===== src/shared/can_port_pkg.sv =====
// constants, field layouts and types for the can port i/o and status led block
// assumes a 100 MHz system clock and an apb register bus with 32-bit data
package can_port_pkg;
    // register byte offsets
    localparam logic [7:0] OFS_XCVR_CTRL = 8'h00;
    localparam logic [7:0] OFS_XCVR_STAT = 8'h04;
    localparam logic [7:0] OFS_EXP_DIR = 8'h08;
    localparam logic [7:0] OFS_EXP_OUT = 8'h0C;
    localparam logic [7:0] OFS_EXP_IN = 8'h10;
    localparam logic [7:0] OFS_CHAN = 8'h14;
    localparam logic [7:0] OFS_SYS = 8'h18;
    localparam logic [7:0] OFS_LED = 8'h1C;
    // field positions
    localparam int unsigned XC_EN_BIT = 0;
    localparam int unsigned XC_STB_BIT = 1;
    localparam int unsigned XC_SW_BIT = 2;
    localparam int unsigned XC_TIED_BIT = 3;
    localparam int unsigned ST_ERR_BIT = 0;
    localparam int unsigned ST_TERM_BIT = 1;
    localparam int unsigned CHAN_ERR_POS = 8;
    localparam int unsigned SYS_LOGIN_BIT = 0;
    localparam int unsigned SYS_CABLE_BIT = 1;
    localparam int unsigned SYS_FW_BIT = 2;
    localparam int unsigned LED_STATE_POS = 8;
    // values after reset
    localparam logic XCVR_EN_RST = 1'b1;
    localparam logic XCVR_STB_RST = 1'b1;
    localparam logic [31:0] DATA_ZERO = 32'h0000_0000;
    // timing
    localparam int unsigned CLK_KHZ = 100_000;
    localparam int unsigned TRAFFIC_MS = 256;
    localparam int unsigned TRAFFIC_CYC = TRAFFIC_MS * CLK_KHZ;
    localparam int unsigned PAT1_ON_CYC = 25_000_000;
    localparam int unsigned PAT1_OFF_CYC = 25_000_000;
    localparam int unsigned PAT2_ON_CYC = 10_000_000;
    localparam int unsigned PAT2_OFF_CYC = 10_000_000;
    localparam int unsigned PAT3_ON_CYC = 5_000_000;
    localparam int unsigned PAT3_OFF_CYC = 5_000_000;
    // transceiver control register image
    typedef struct packed {
        logic tied;
        logic single_wire;
        logic standby_n;
        logic enable;
    } xcvr_ctrl_t;
    // host-side system status image
    typedef struct packed {
        logic fw_update;
        logic cable_absent;
        logic logged_in;
    } sys_t;
    // state indicator modes
    typedef enum logic [4:0] {
        LED_OFF = 5'b00001,
        LED_ON = 5'b00010,
        LED_PAT1 = 5'b00100,
        LED_PAT2 = 5'b01000,
        LED_PAT3 = 5'b10000
    } led_mode_t;
endpackage


===== src/design/can_port_io.sv =====
// can port i/o: transceiver mode lines, expansion port and per-channel leds
// assumes an apb master on REF_CLK; frame and bus error events come as
// one-cycle pulses from can controller logic on the same clock
`timescale 1ns/100ps
`default_nettype none
module can_port_io #(
    parameter int unsigned NCH = 2,
    parameter int unsigned EXP_W = 8,
    parameter int unsigned TRAFFIC_CYC = can_port_pkg::TRAFFIC_CYC,
    parameter int unsigned PAT1_ON = can_port_pkg::PAT1_ON_CYC,
    parameter int unsigned PAT1_OFF = PAT1_ON,
    parameter int unsigned PAT2_ON = can_port_pkg::PAT2_ON_CYC,
    parameter int unsigned PAT2_OFF = PAT2_ON,
    parameter int unsigned PAT3_ON = can_port_pkg::PAT3_ON_CYC,
    parameter int unsigned PAT3_OFF = PAT3_ON
) (
    input wire logic REF_CLK,
    input wire logic RST,
    input wire logic PSEL,
    input wire logic PENABLE,
    input wire logic PWRITE,
    input wire logic [7:0] PADDR,
    input wire logic [31:0] PWDATA,
    output logic [31:0] PRDATA,
    output logic PREADY,
    output logic PSLVERR,
    output logic XCVR_EN_OUT,
    output logic XCVR_STANDBY_N_OUT,
    input wire logic XCVR_ERR_N_IN,
    input wire logic TERM_SENSE_IN,
    input wire logic [EXP_W-1:0] EXP_PIN_IN,
    output logic [EXP_W-1:0] EXP_PIN_OUT,
    output logic [EXP_W-1:0] EXP_PIN_OE,
    input wire logic [NCH-1:0] FRAME_EVT,
    input wire logic [NCH-1:0] BUS_ERR_EVT,
    output logic [NCH-1:0] TRAFFIC_LED,
    output logic [NCH-1:0] STATE_LED
);
    localparam logic [31:0] PAT_ON [3] = '{PAT1_ON, PAT2_ON, PAT3_ON};
    localparam logic [31:0] PAT_OFF [3] = '{PAT1_OFF, PAT2_OFF, PAT3_OFF};
    localparam logic [31:0] TRAFFIC_LEN = TRAFFIC_CYC;
    localparam logic [31:0] TRAFFIC_HALF = TRAFFIC_LEN >> 1;

    can_port_pkg::xcvr_ctrl_t ctrl;
    can_port_pkg::sys_t sys;
    logic [1:0] err_sync;
    logic [1:0] term_sync;
    logic [EXP_W-1:0] exp_meta;
    logic [EXP_W-1:0] exp_in;
    logic [NCH-1:0] chan_init;
    logic [NCH-1:0] chan_err;
    logic [31:0] traffic_cnt [NCH];
    logic [31:0] pat_cnt [3];
    logic [2:0] pat_lvl;
    can_port_pkg::led_mode_t mode [NCH];
    logic setup_phase;
    logic wr_hit;
    logic err_seen;
    logic [31:0] next_rdata;
    logic next_slverr;

    // state led mode by priority: update, login, error, init
    function automatic can_port_pkg::led_mode_t pick_mode(input can_port_pkg::sys_t s, input logic init,
                                                          input logic err);
        if (s.fw_update) begin
            pick_mode = can_port_pkg::LED_PAT3;
        end else if (!s.logged_in || s.cable_absent) begin
            pick_mode = can_port_pkg::LED_PAT1;
        end else if (err) begin
            pick_mode = can_port_pkg::LED_PAT2;
        end else if (!init) begin
            pick_mode = can_port_pkg::LED_ON;
        end else begin
            pick_mode = can_port_pkg::LED_OFF;
        end
    endfunction

    // apb handshake: one access cycle, decided in the setup cycle
    assign setup_phase = PSEL && !PENABLE;
    assign wr_hit = PSEL && PENABLE && PREADY && PWRITE && !PSLVERR;
    // error line is meaningless on the single-wire part, so report idle
    assign err_seen = ctrl.single_wire ? 1'b1 : err_sync[1];

    // read mux and unmapped-address decode
    always_comb begin
        next_rdata = can_port_pkg::DATA_ZERO;
        next_slverr = 1'b0;
        case (PADDR)
            can_port_pkg::OFS_XCVR_CTRL: begin
                next_rdata[3:0] = ctrl;
            end
            can_port_pkg::OFS_XCVR_STAT: begin
                next_rdata[can_port_pkg::ST_ERR_BIT] = err_seen;
                next_rdata[can_port_pkg::ST_TERM_BIT] = term_sync[1];
            end
            can_port_pkg::OFS_EXP_DIR: begin
                next_rdata[EXP_W-1:0] = EXP_PIN_OE;
            end
            can_port_pkg::OFS_EXP_OUT: begin
                next_rdata[EXP_W-1:0] = EXP_PIN_OUT;
            end
            can_port_pkg::OFS_EXP_IN: begin
                next_rdata[EXP_W-1:0] = exp_in;
            end
            can_port_pkg::OFS_CHAN: begin
                next_rdata[NCH-1:0] = chan_init;
                next_rdata[can_port_pkg::CHAN_ERR_POS +: NCH] = chan_err;
            end
            can_port_pkg::OFS_SYS: begin
                next_rdata[2:0] = sys;
            end
            can_port_pkg::OFS_LED: begin
                next_rdata[NCH-1:0] = TRAFFIC_LED;
                next_rdata[can_port_pkg::LED_STATE_POS +: NCH] = STATE_LED;
            end
            default: begin
                next_slverr = 1'b1;
            end
        endcase
    end

    // bus answer registers
    always_ff @(posedge REF_CLK or posedge RST) begin
        if (RST) begin
            PREADY <= 1'b0;
            PSLVERR <= 1'b0;
            PRDATA <= can_port_pkg::DATA_ZERO;
        end else begin
            PREADY <= setup_phase;
            PSLVERR <= setup_phase && next_slverr;
            if (setup_phase && !PWRITE) begin
                PRDATA <= next_rdata;
            end
        end
    end

    // two-flop synchronisers for everything arriving on pins
    always_ff @(posedge REF_CLK or posedge RST) begin
        if (RST) begin
            err_sync <= 2'b11;
            term_sync <= 2'b00;
            exp_meta <= '0;
            exp_in <= '0;
        end else begin
            err_sync <= {err_sync[0], XCVR_ERR_N_IN};
            term_sync <= {term_sync[0], TERM_SENSE_IN};
            exp_meta <= EXP_PIN_IN;
            exp_in <= exp_meta;
        end
    end

    // transceiver mode lines; the pin levels pick the transceiver mode
    always_ff @(posedge REF_CLK or posedge RST) begin
        if (RST) begin
            ctrl <= '0;
            XCVR_EN_OUT <= can_port_pkg::XCVR_EN_RST;
            XCVR_STANDBY_N_OUT <= can_port_pkg::XCVR_STB_RST;
        end else if (wr_hit && PADDR == can_port_pkg::OFS_XCVR_CTRL) begin
            ctrl <= PWDATA[3:0];
            XCVR_EN_OUT <= PWDATA[can_port_pkg::XC_EN_BIT];
            // tied lines cannot differ, so enable governs both
            if (PWDATA[can_port_pkg::XC_TIED_BIT]) begin
                XCVR_STANDBY_N_OUT <= PWDATA[can_port_pkg::XC_EN_BIT];
            end else begin
                XCVR_STANDBY_N_OUT <= PWDATA[can_port_pkg::XC_STB_BIT];
            end
        end
    end

    // expansion port direction and output latch
    always_ff @(posedge REF_CLK or posedge RST) begin
        if (RST) begin
            EXP_PIN_OE <= '0;
            EXP_PIN_OUT <= '0;
        end else begin
            if (wr_hit && PADDR == can_port_pkg::OFS_EXP_DIR) begin
                EXP_PIN_OE <= PWDATA[EXP_W-1:0];
            end
            // input pins keep their latch so a later turn-around is glitch free
            if (wr_hit && PADDR == can_port_pkg::OFS_EXP_OUT) begin
                EXP_PIN_OUT <= (PWDATA[EXP_W-1:0] & EXP_PIN_OE) | (EXP_PIN_OUT & ~EXP_PIN_OE);
            end
        end
    end

    // channel and host status; a bus error event beats a clear
    always_ff @(posedge REF_CLK or posedge RST) begin
        if (RST) begin
            chan_init <= '0;
            chan_err <= '0;
            sys <= '0;
        end else begin
            if (wr_hit && PADDR == can_port_pkg::OFS_CHAN) begin
                chan_init <= PWDATA[NCH-1:0];
                chan_err <= (chan_err & ~PWDATA[can_port_pkg::CHAN_ERR_POS +: NCH]) | BUS_ERR_EVT;
            end else begin
                chan_err <= chan_err | BUS_ERR_EVT;
            end
            if (wr_hit && PADDR == can_port_pkg::OFS_SYS) begin
                sys <= PWDATA[2:0];
            end
        end
    end

    // shared free-running blink generators, one per pattern
    always_ff @(posedge REF_CLK or posedge RST) begin
        if (RST) begin
            pat_lvl <= '0;
            for (int p = 0; p < 3; p++) begin
                pat_cnt[p] <= '0;
            end
        end else begin
            for (int p = 0; p < 3; p++) begin
                if (pat_cnt[p] + 32'h0000_0001 >= (pat_lvl[p] ? PAT_ON[p] : PAT_OFF[p])) begin
                    pat_cnt[p] <= '0;
                    pat_lvl[p] <= !pat_lvl[p];
                end else begin
                    pat_cnt[p] <= pat_cnt[p] + 32'h0000_0001;
                end
            end
        end
    end

    // traffic blink: lit for the first half of the window, then dark
    always_ff @(posedge REF_CLK or posedge RST) begin
        if (RST) begin
            TRAFFIC_LED <= '0;
            for (int c = 0; c < NCH; c++) begin
                traffic_cnt[c] <= '0;
            end
        end else begin
            for (int c = 0; c < NCH; c++) begin
                if (!chan_init[c]) begin
                    traffic_cnt[c] <= '0;
                    TRAFFIC_LED[c] <= 1'b0;
                end else if (FRAME_EVT[c]) begin
                    traffic_cnt[c] <= TRAFFIC_LEN;
                    TRAFFIC_LED[c] <= 1'b1;
                end else begin
                    if (traffic_cnt[c] != '0) begin
                        traffic_cnt[c] <= traffic_cnt[c] - 32'h0000_0001;
                    end
                    TRAFFIC_LED[c] <= traffic_cnt[c] > TRAFFIC_HALF + 32'h0000_0001;
                end
            end
        end
    end

    // state led per channel, each independent of the others
    always_ff @(posedge REF_CLK or posedge RST) begin
        if (RST) begin
            STATE_LED <= '0;
            for (int c = 0; c < NCH; c++) begin
                mode[c] <= can_port_pkg::LED_PAT1;
            end
        end else begin
            for (int c = 0; c < NCH; c++) begin
                mode[c] <= pick_mode(sys, chan_init[c], chan_err[c]);
                case (mode[c])
                    can_port_pkg::LED_OFF: STATE_LED[c] <= 1'b0;
                    can_port_pkg::LED_ON: STATE_LED[c] <= 1'b1;
                    can_port_pkg::LED_PAT1: STATE_LED[c] <= pat_lvl[0];
                    can_port_pkg::LED_PAT2: STATE_LED[c] <= pat_lvl[1];
                    can_port_pkg::LED_PAT3: STATE_LED[c] <= pat_lvl[2];
                    default: STATE_LED[c] <= 1'b0;
                endcase
            end
        end
    end

    tied_lines_a: assert property (@(posedge REF_CLK) disable iff (RST)
        ctrl.tied |-> XCVR_EN_OUT == XCVR_STANDBY_N_OUT)
        else $error("tied transceiver lines differ");

    ctrl_write_a: assert property (@(posedge REF_CLK) disable iff (RST)
        wr_hit && PADDR == can_port_pkg::OFS_XCVR_CTRL && !PWDATA[3]
        |=> XCVR_EN_OUT == $past(PWDATA[0]) && XCVR_STANDBY_N_OUT == $past(PWDATA[1]))
        else $error("transceiver lines did not follow the write");

    err_idle_a: assert property (@(posedge REF_CLK) disable iff (RST)
        setup_phase && !PWRITE && PADDR == can_port_pkg::OFS_XCVR_STAT && ctrl.single_wire
        |=> PREADY && PRDATA[0])
        else $error("single-wire error bit not reported idle");

    exp_inputs_a: assert property (@(posedge REF_CLK) disable iff (RST)
        wr_hit && PADDR == can_port_pkg::OFS_EXP_OUT
        |=> (EXP_PIN_OUT & ~EXP_PIN_OE) == $past(EXP_PIN_OUT & ~EXP_PIN_OE))
        else $error("write changed an input pin latch");

    traffic_dark_a: assert property (@(posedge REF_CLK) disable iff (RST)
        !chan_init[0] && $past(!chan_init[0]) |-> !TRAFFIC_LED[0])
        else $error("traffic led lit on uninitialized channel");

    traffic_blink_a: assert property (@(posedge REF_CLK) disable iff (RST)
        chan_init[0] && FRAME_EVT[0] ##1 chan_init[0] |-> TRAFFIC_LED[0] && traffic_cnt[0] != '0)
        else $error("frame did not start a traffic blink");

    fw_pattern_a: assert property (@(posedge REF_CLK) disable iff (RST)
        sys.fw_update [*2] |-> mode[0] == can_port_pkg::LED_PAT3)
        else $error("firmware update not shown as pattern 3");

    err_sticky_a: assert property (@(posedge REF_CLK) disable iff (RST)
        BUS_ERR_EVT[0] |=> chan_err[0] ##1 mode[0] != can_port_pkg::LED_OFF)
        else $error("bus error event lost");

    apb_ready_a: assert property (@(posedge REF_CLK) disable iff (RST)
        setup_phase |=> PREADY ##1 !PREADY)
        else $error("apb ready not a single access cycle");
endmodule
`default_nettype wire


===== config.mk =====
export PLATFORM = sky130hd
export DESIGN_NAME = can_port_io
export DESIGN_NICKNAME = d
export VERILOG_FILES = /design/src/shared/can_port_pkg.sv /design/src/design/can_port_io.sv
export SDC_FILE = /design/constraint.sdc
export NUM_CORES = 1
export LEC_CHECK = 0
export ABC_CLOCK_PERIOD_IN_PS = 10410
export BUFFER_PORTS_ARGS = -buffer_cell sky130_fd_sc_hd__buf_2
export CAP_MARGIN = 20
export CORE_MARGIN = 1
export CORE_UTILIZATION = 55
export CTS_CLUSTER_DIAMETER = 120
export DETAILED_ROUTE_END_ITERATION = 10
export HOLD_SLACK_MARGIN = 0.03
export PLACE_DENSITY = 0.72
export SETUP_SLACK_MARGIN = 0.05
export SYNTH_ARGS = -nofsm -noshare
export SYNTH_HDL_FRONTEND = slang
export SYNTH_SLANG_ARGS = --single-unit
export TNS_END_PERCENT = 20

===== constraint.sdc =====
create_clock -name REF_CLK -period 10.41 [get_ports REF_CLK]
set_input_delay 1.5615 -clock REF_CLK [delete_from_list [all_inputs] [get_ports REF_CLK]]
set_output_delay 1.5615 -clock REF_CLK [all_outputs]
set_load 0.01 [all_outputs]

**After elaboration in Yosys (flattened, before gate mapping)**

Cells that the tools add are included.

- Reductions and logical operators: 24
- Add/subtract/negate cells: 5
- Equality and inequality tests: 17
- Magnitude comparators: 5
- Multiplexer cells: 32
- Bitwise gates (word level): 8

Operator list:

| operator | number |
|---|---|
| $mux W32 | 9 |
| $add A32 B1 Y32 const B | 3 |
| $gt A32 B24 Y1 const B | 2 |
| $reduce_bool A32 Y1 | 2 |
| $sub A32 B1 Y32 const B | 2 |
| $eq A8 B5 Y1 const B | 4 |
| $ge A32 B23 Y1 const B | 1 |
| $ge A32 B24 Y1 const B | 1 |
| $ge A32 B25 Y1 const B | 1 |
| $and A8 B8 Y8 | 2 |
| $eq A8 B4 Y1 const B | 2 |
| $mux W4 | 4 |
| $pmux W2 S8 | 1 |
| $logic_and A1 B1 Y1 | 12 |
| $pmux W1 S4 | 3 |
| $pmux W4 S3 | 1 |
| $eq A5 B2 Y1 const B | 2 |
| $eq A5 B3 Y1 const B | 2 |
| $eq A5 B4 Y1 const B | 2 |
| $eq A5 B5 Y1 const B | 2 |
| $mux W5 | 2 |
| $eq A8 B3 Y1 const B | 1 |
| $logic_not A8 Y1 | 1 |
| $not A8 Y8 | 1 |
| 12 further kinds | 28 |

- Output and inout port bits: 56
- Logic and storage cells: 123
- Bits of input ports: 59
- Register bits after elaboration: 238

**Logic depth before layout (Yosys ltp)**

- Word-level depth: 6
- Mapped depth: 11

**Worst setup path before layout**

OpenSTA, ideal clock, no wires.

- Path kind: input to register
- Start point: in PADDR[5]
- End point: reg EXP_PIN_OE[0]
- Data arrival time: 3.308 ns
- Slack: 6.978 ns
- Stages on the path: 5
- Library setup time: 0.125 ns
- Buffers on the path: 0
- Path through: nor3_1 -> nand2b_1 -> nor3_1 -> nand2_1 -> mux2_2

- Longest elaborated chain between the ends: 2

RTL lines:

| what | RTL line | source |
|---|---|---|
| from (decl) | can_port_io.sv:22 | `input wire logic [7:0] PADDR,` |
| $eq A8 B4 Y1 | can_port_io.sv:176 | `if (wr_hit && PADDR == can_port_pkg::OFS_EXP_DIR) begin` |
| $logic_and A1 B1 Y1 | can_port_io.sv:176 |  |
| to (signal assigned) | can_port_io.sv:177 | `EXP_PIN_OE <= PWDATA[EXP_W-1:0];` |
| to (decl) | can_port_io.sv:33 | `output logic [EXP_W-1:0] EXP_PIN_OE,` |

Every way passes these cells.
A chain may end at the register's enable or synchronous reset.

==> run metrics <==
antenna-violating nets left 0; post-synth cell types 80; Via density 5.70; Tot Pwr just under 0.002 W; area share of the largest cell type after synthesis between 40% and 50%; CP top delay family simple AND/OR/NAND/NOR gates; vias in the first global route 8691; Synth Instances around 1.2k; I/O Buffers 70; final worst slack 6840 ps; largest net degree at the start of global routing approximately 110; status finished clean; endpoints failing setup 0; RSZ-0062 raised after global routing false; die width around 150 um; power share of the combinational group under 10%; initial antenna violation count 4; Worst R2R Setup Slack roughly 7400 ps; Min-Delay Path Depth 0; Final Util 63.5%; hold buffer count at CTS 0; Buffers & Inverters on Critical Path 1; Post-synth EDFFs 0; Clock Latency Late Sink about 520 ps; Layout Nets 1360; skew final 21.1 ps; reg2reg path depth 9; Placement Setup Slack approximately 6500 ps; setup TNS 0 ps; Seq pwr share about 48%; P_int between 0.0015 and 0.002 W; P&R area growth vs syn 13.1%; achievable clock frequency ~280 MHz; Core Rows 53; routability cong. a little under 0.9; vias 9071; most common flop cell mapped by yosys dfrtp_1; CTS tree done; die area around 22000 um2; final hold viol count 0; Initial Util about 56%; post-DP HPWL 17500 um; First DRT Iteration DRCs approximately 500; Global Route Usage Sum 23.5%; cell at the slowest stage of the critical path nor3_1; DRC 0; Num CTS Buffers 26; fraction of layout instances using a drive strength above 1 ~14%; Die Ht approximately 150 um; CTS Root Cell clkbuf_16; CP Class input port to flip-flop; post-synthesis async set-or-reset flop share between 90% and 100%; dpl cells between 1.5k and 2k; post-synthesis instance area between 10000 and 15000 um2; clk buf depth 3; cell taking the most area after synthesis dfrtp_1; yosys warns 0; net switching fraction of the power between 20% and 30%; cts repair resizes 0; CP Max Fanout 8; Hold/Removal Path Class flip-flop to flip-flop; VDD IR-drop max 0.102 mV; main area contributors after synthesis dfrtp_1 (49%), nor2_1 (5.4%), xor2_1 (4.7%); FF+latch area 5910 um2; register area share after synthesis ~50%; Startpoint Class input port; Largest stage delay, worst path 580 ps; Setup crit end kind flip-flop; Multi-input gate area approximately 5700 um2; Routed wire per std cell 15.7 um; Post-CTS Setup Inserts 0; switching power between 0.0004 and 0.0005 W; WL final approximately 25000 um; Yosys reg bits around 240; number of fill cells 1728; Clock Power Share between 40% and 50%; Pins Over Slew Limit 0; Hold Path Origin exp_meta[0]$_DFF_PP0_; grt ovf 0; hold endpoint exp_in[0]$_DFF_PP0_; worst-path cell chain buf_2, nor3_1, nand2_1, nor3_1, and2_1, nand2_1, mux2_2; Critical Path AT between 3000 and 4000 ps; Slew HR 32.3%; Mapped Avg Cell Area between 9 and 10 um2; first-pass detailed-route iteration total 5; core footprint 21100 um2; critical path required time ~11000 ps; pwr dens 147 nW/um2; H-tree depth 1; total I/O pin count between 100 and 150; Final Cycle Share around 34%; MaxCap Viol Count 0; worst r2r dst traffic_cnt[4]$_DFFE_PP0P_; Non-Filler Instances ~1.6k; Worst-Margin Slew between 1000 and 1500 ps; leakage 6.17 nW; RR Startpoint traffic_cnt[2]$_DFFE_PP0P_; Clock Pin Slew Worst Setup and Hold Paths about 60 ps; CTS sink count approximately 240; Tmin final ~3600 ps; first-pass GRT wire length 42200 um
[Yosys cell counts (all sizes together), types with 12 or more instances]
| cell | number |
|---|---|
| inv | 26 |
| xor2 | 63 |
| nand4 | 39 |
| and4 | 12 |
| nand2b | 13 |
| nor4 | 26 |
| nand3 | 63 |
| clkbuf | 29 |
| nand2 | 84 |
| or3 | 25 |
| dfrtp | 231 |
| o21ai | 34 |
| nor2 | 171 |
| mux2 | 28 |
| a21oi | 33 |
| nor3 | 43 |
| xnor2 | 54 |
| buf | 31 |
| and3 | 24 |
| and2 | 13 |
[worst max-delay path by stage]
stage / start / endpoint / slack [ps] / depth (start not counted)
global placement: PADDR[5] / flip-flop / 6470 / 7
global route: PADDR[5] / flip-flop / 6690 / 7
finish: PADDR[5] / flip-flop / 6840 / 7
CTS: PADDR[5] / flip-flop / 6940 / 7
detailed placement: PADDR[5] / flip-flop / 6470 / 7
floorplan: RST / EXP_PIN_OE[0]$_DFFE_PP0P_ / 2380 / 1
[layout by cell type, fill, tap and decap left out, types with 27 or more instances in the layout]
cell	count
clkbuf_16	27
mux2_2	28
xnor2_1	54
a21oi_1	33
nand2_1	84
conb_1	46
xor2_1	63
o21ai_0	34
buf_2	70
nor2_1	171
nor3_1	42
nand3_1	63
dfrtp_1	231
nand4_1	38
[per-stage QoR]
step	instance area [um2]	hold slack (ps)
3_3_place_gp	12400	332
4_1_cts	13300	345
5_1_grt	13400	348
2_1_floorplan	12000	331
3_5_place_dp	12400	335
6_report	13400	343
[registers in the layout, indices dropped and copies added, names as in the netlist, 4 cells and up, named ones only]
signal / flops
mode: 8
ctrl: 4
pat_cnt: 96
EXP_PIN_OE: 8
traffic_cnt: 64
exp_in: 8
exp_meta: 8
PRDATA: 10
[kinds of logic after synthesis]
logic type	synth area share (%)
and+or+nand+nor	24.2
DFF	49.9
muxes	3.26
adders and majority gates	0.740
buffers and inverters	3.60
AOI/OAI and AO/OA	9.60
xor gates and xnor gates	8.66
other	0.0317
[power by group through the flow]
stage | Sequential, W | Combinational, W | Clock, W
finish | 0.000945 | 0.0000782 | 0.000940
floorplan | 0.000961 | 0.0000550 | 0
CTS | 0.000945 | 0.0000796 | 0.000962
global placement | 0.000961 | 0.0000772 | 0
global route | 0.000947 | 0.0000894 | 0.00100
detailed placement | 0.000962 | 0.0000785 | 0
[per-layer routing]
metal,track usage (%),routed length (um),up-vias,share of wire (%)
li1,-,-,4404,-
met1,32.8,11500,4410,46
met2,37.3,11400,219,46
met3,4.29,1480,36,5.9
met4,7.01,595,2,2.4
met5,0,10,-,0.040
[final cells by class]
cell class	count	area share [%]
clock buffer	37	5.85
sequential	236	44.2
tap	275	2.57
inverter	26	0.785
multi-input combinational	924	42.4
timing repair buffer	80	3.29
clock inverter	11	0.879
antenna	3	0.0561
(Power assumes the default switching activity.)
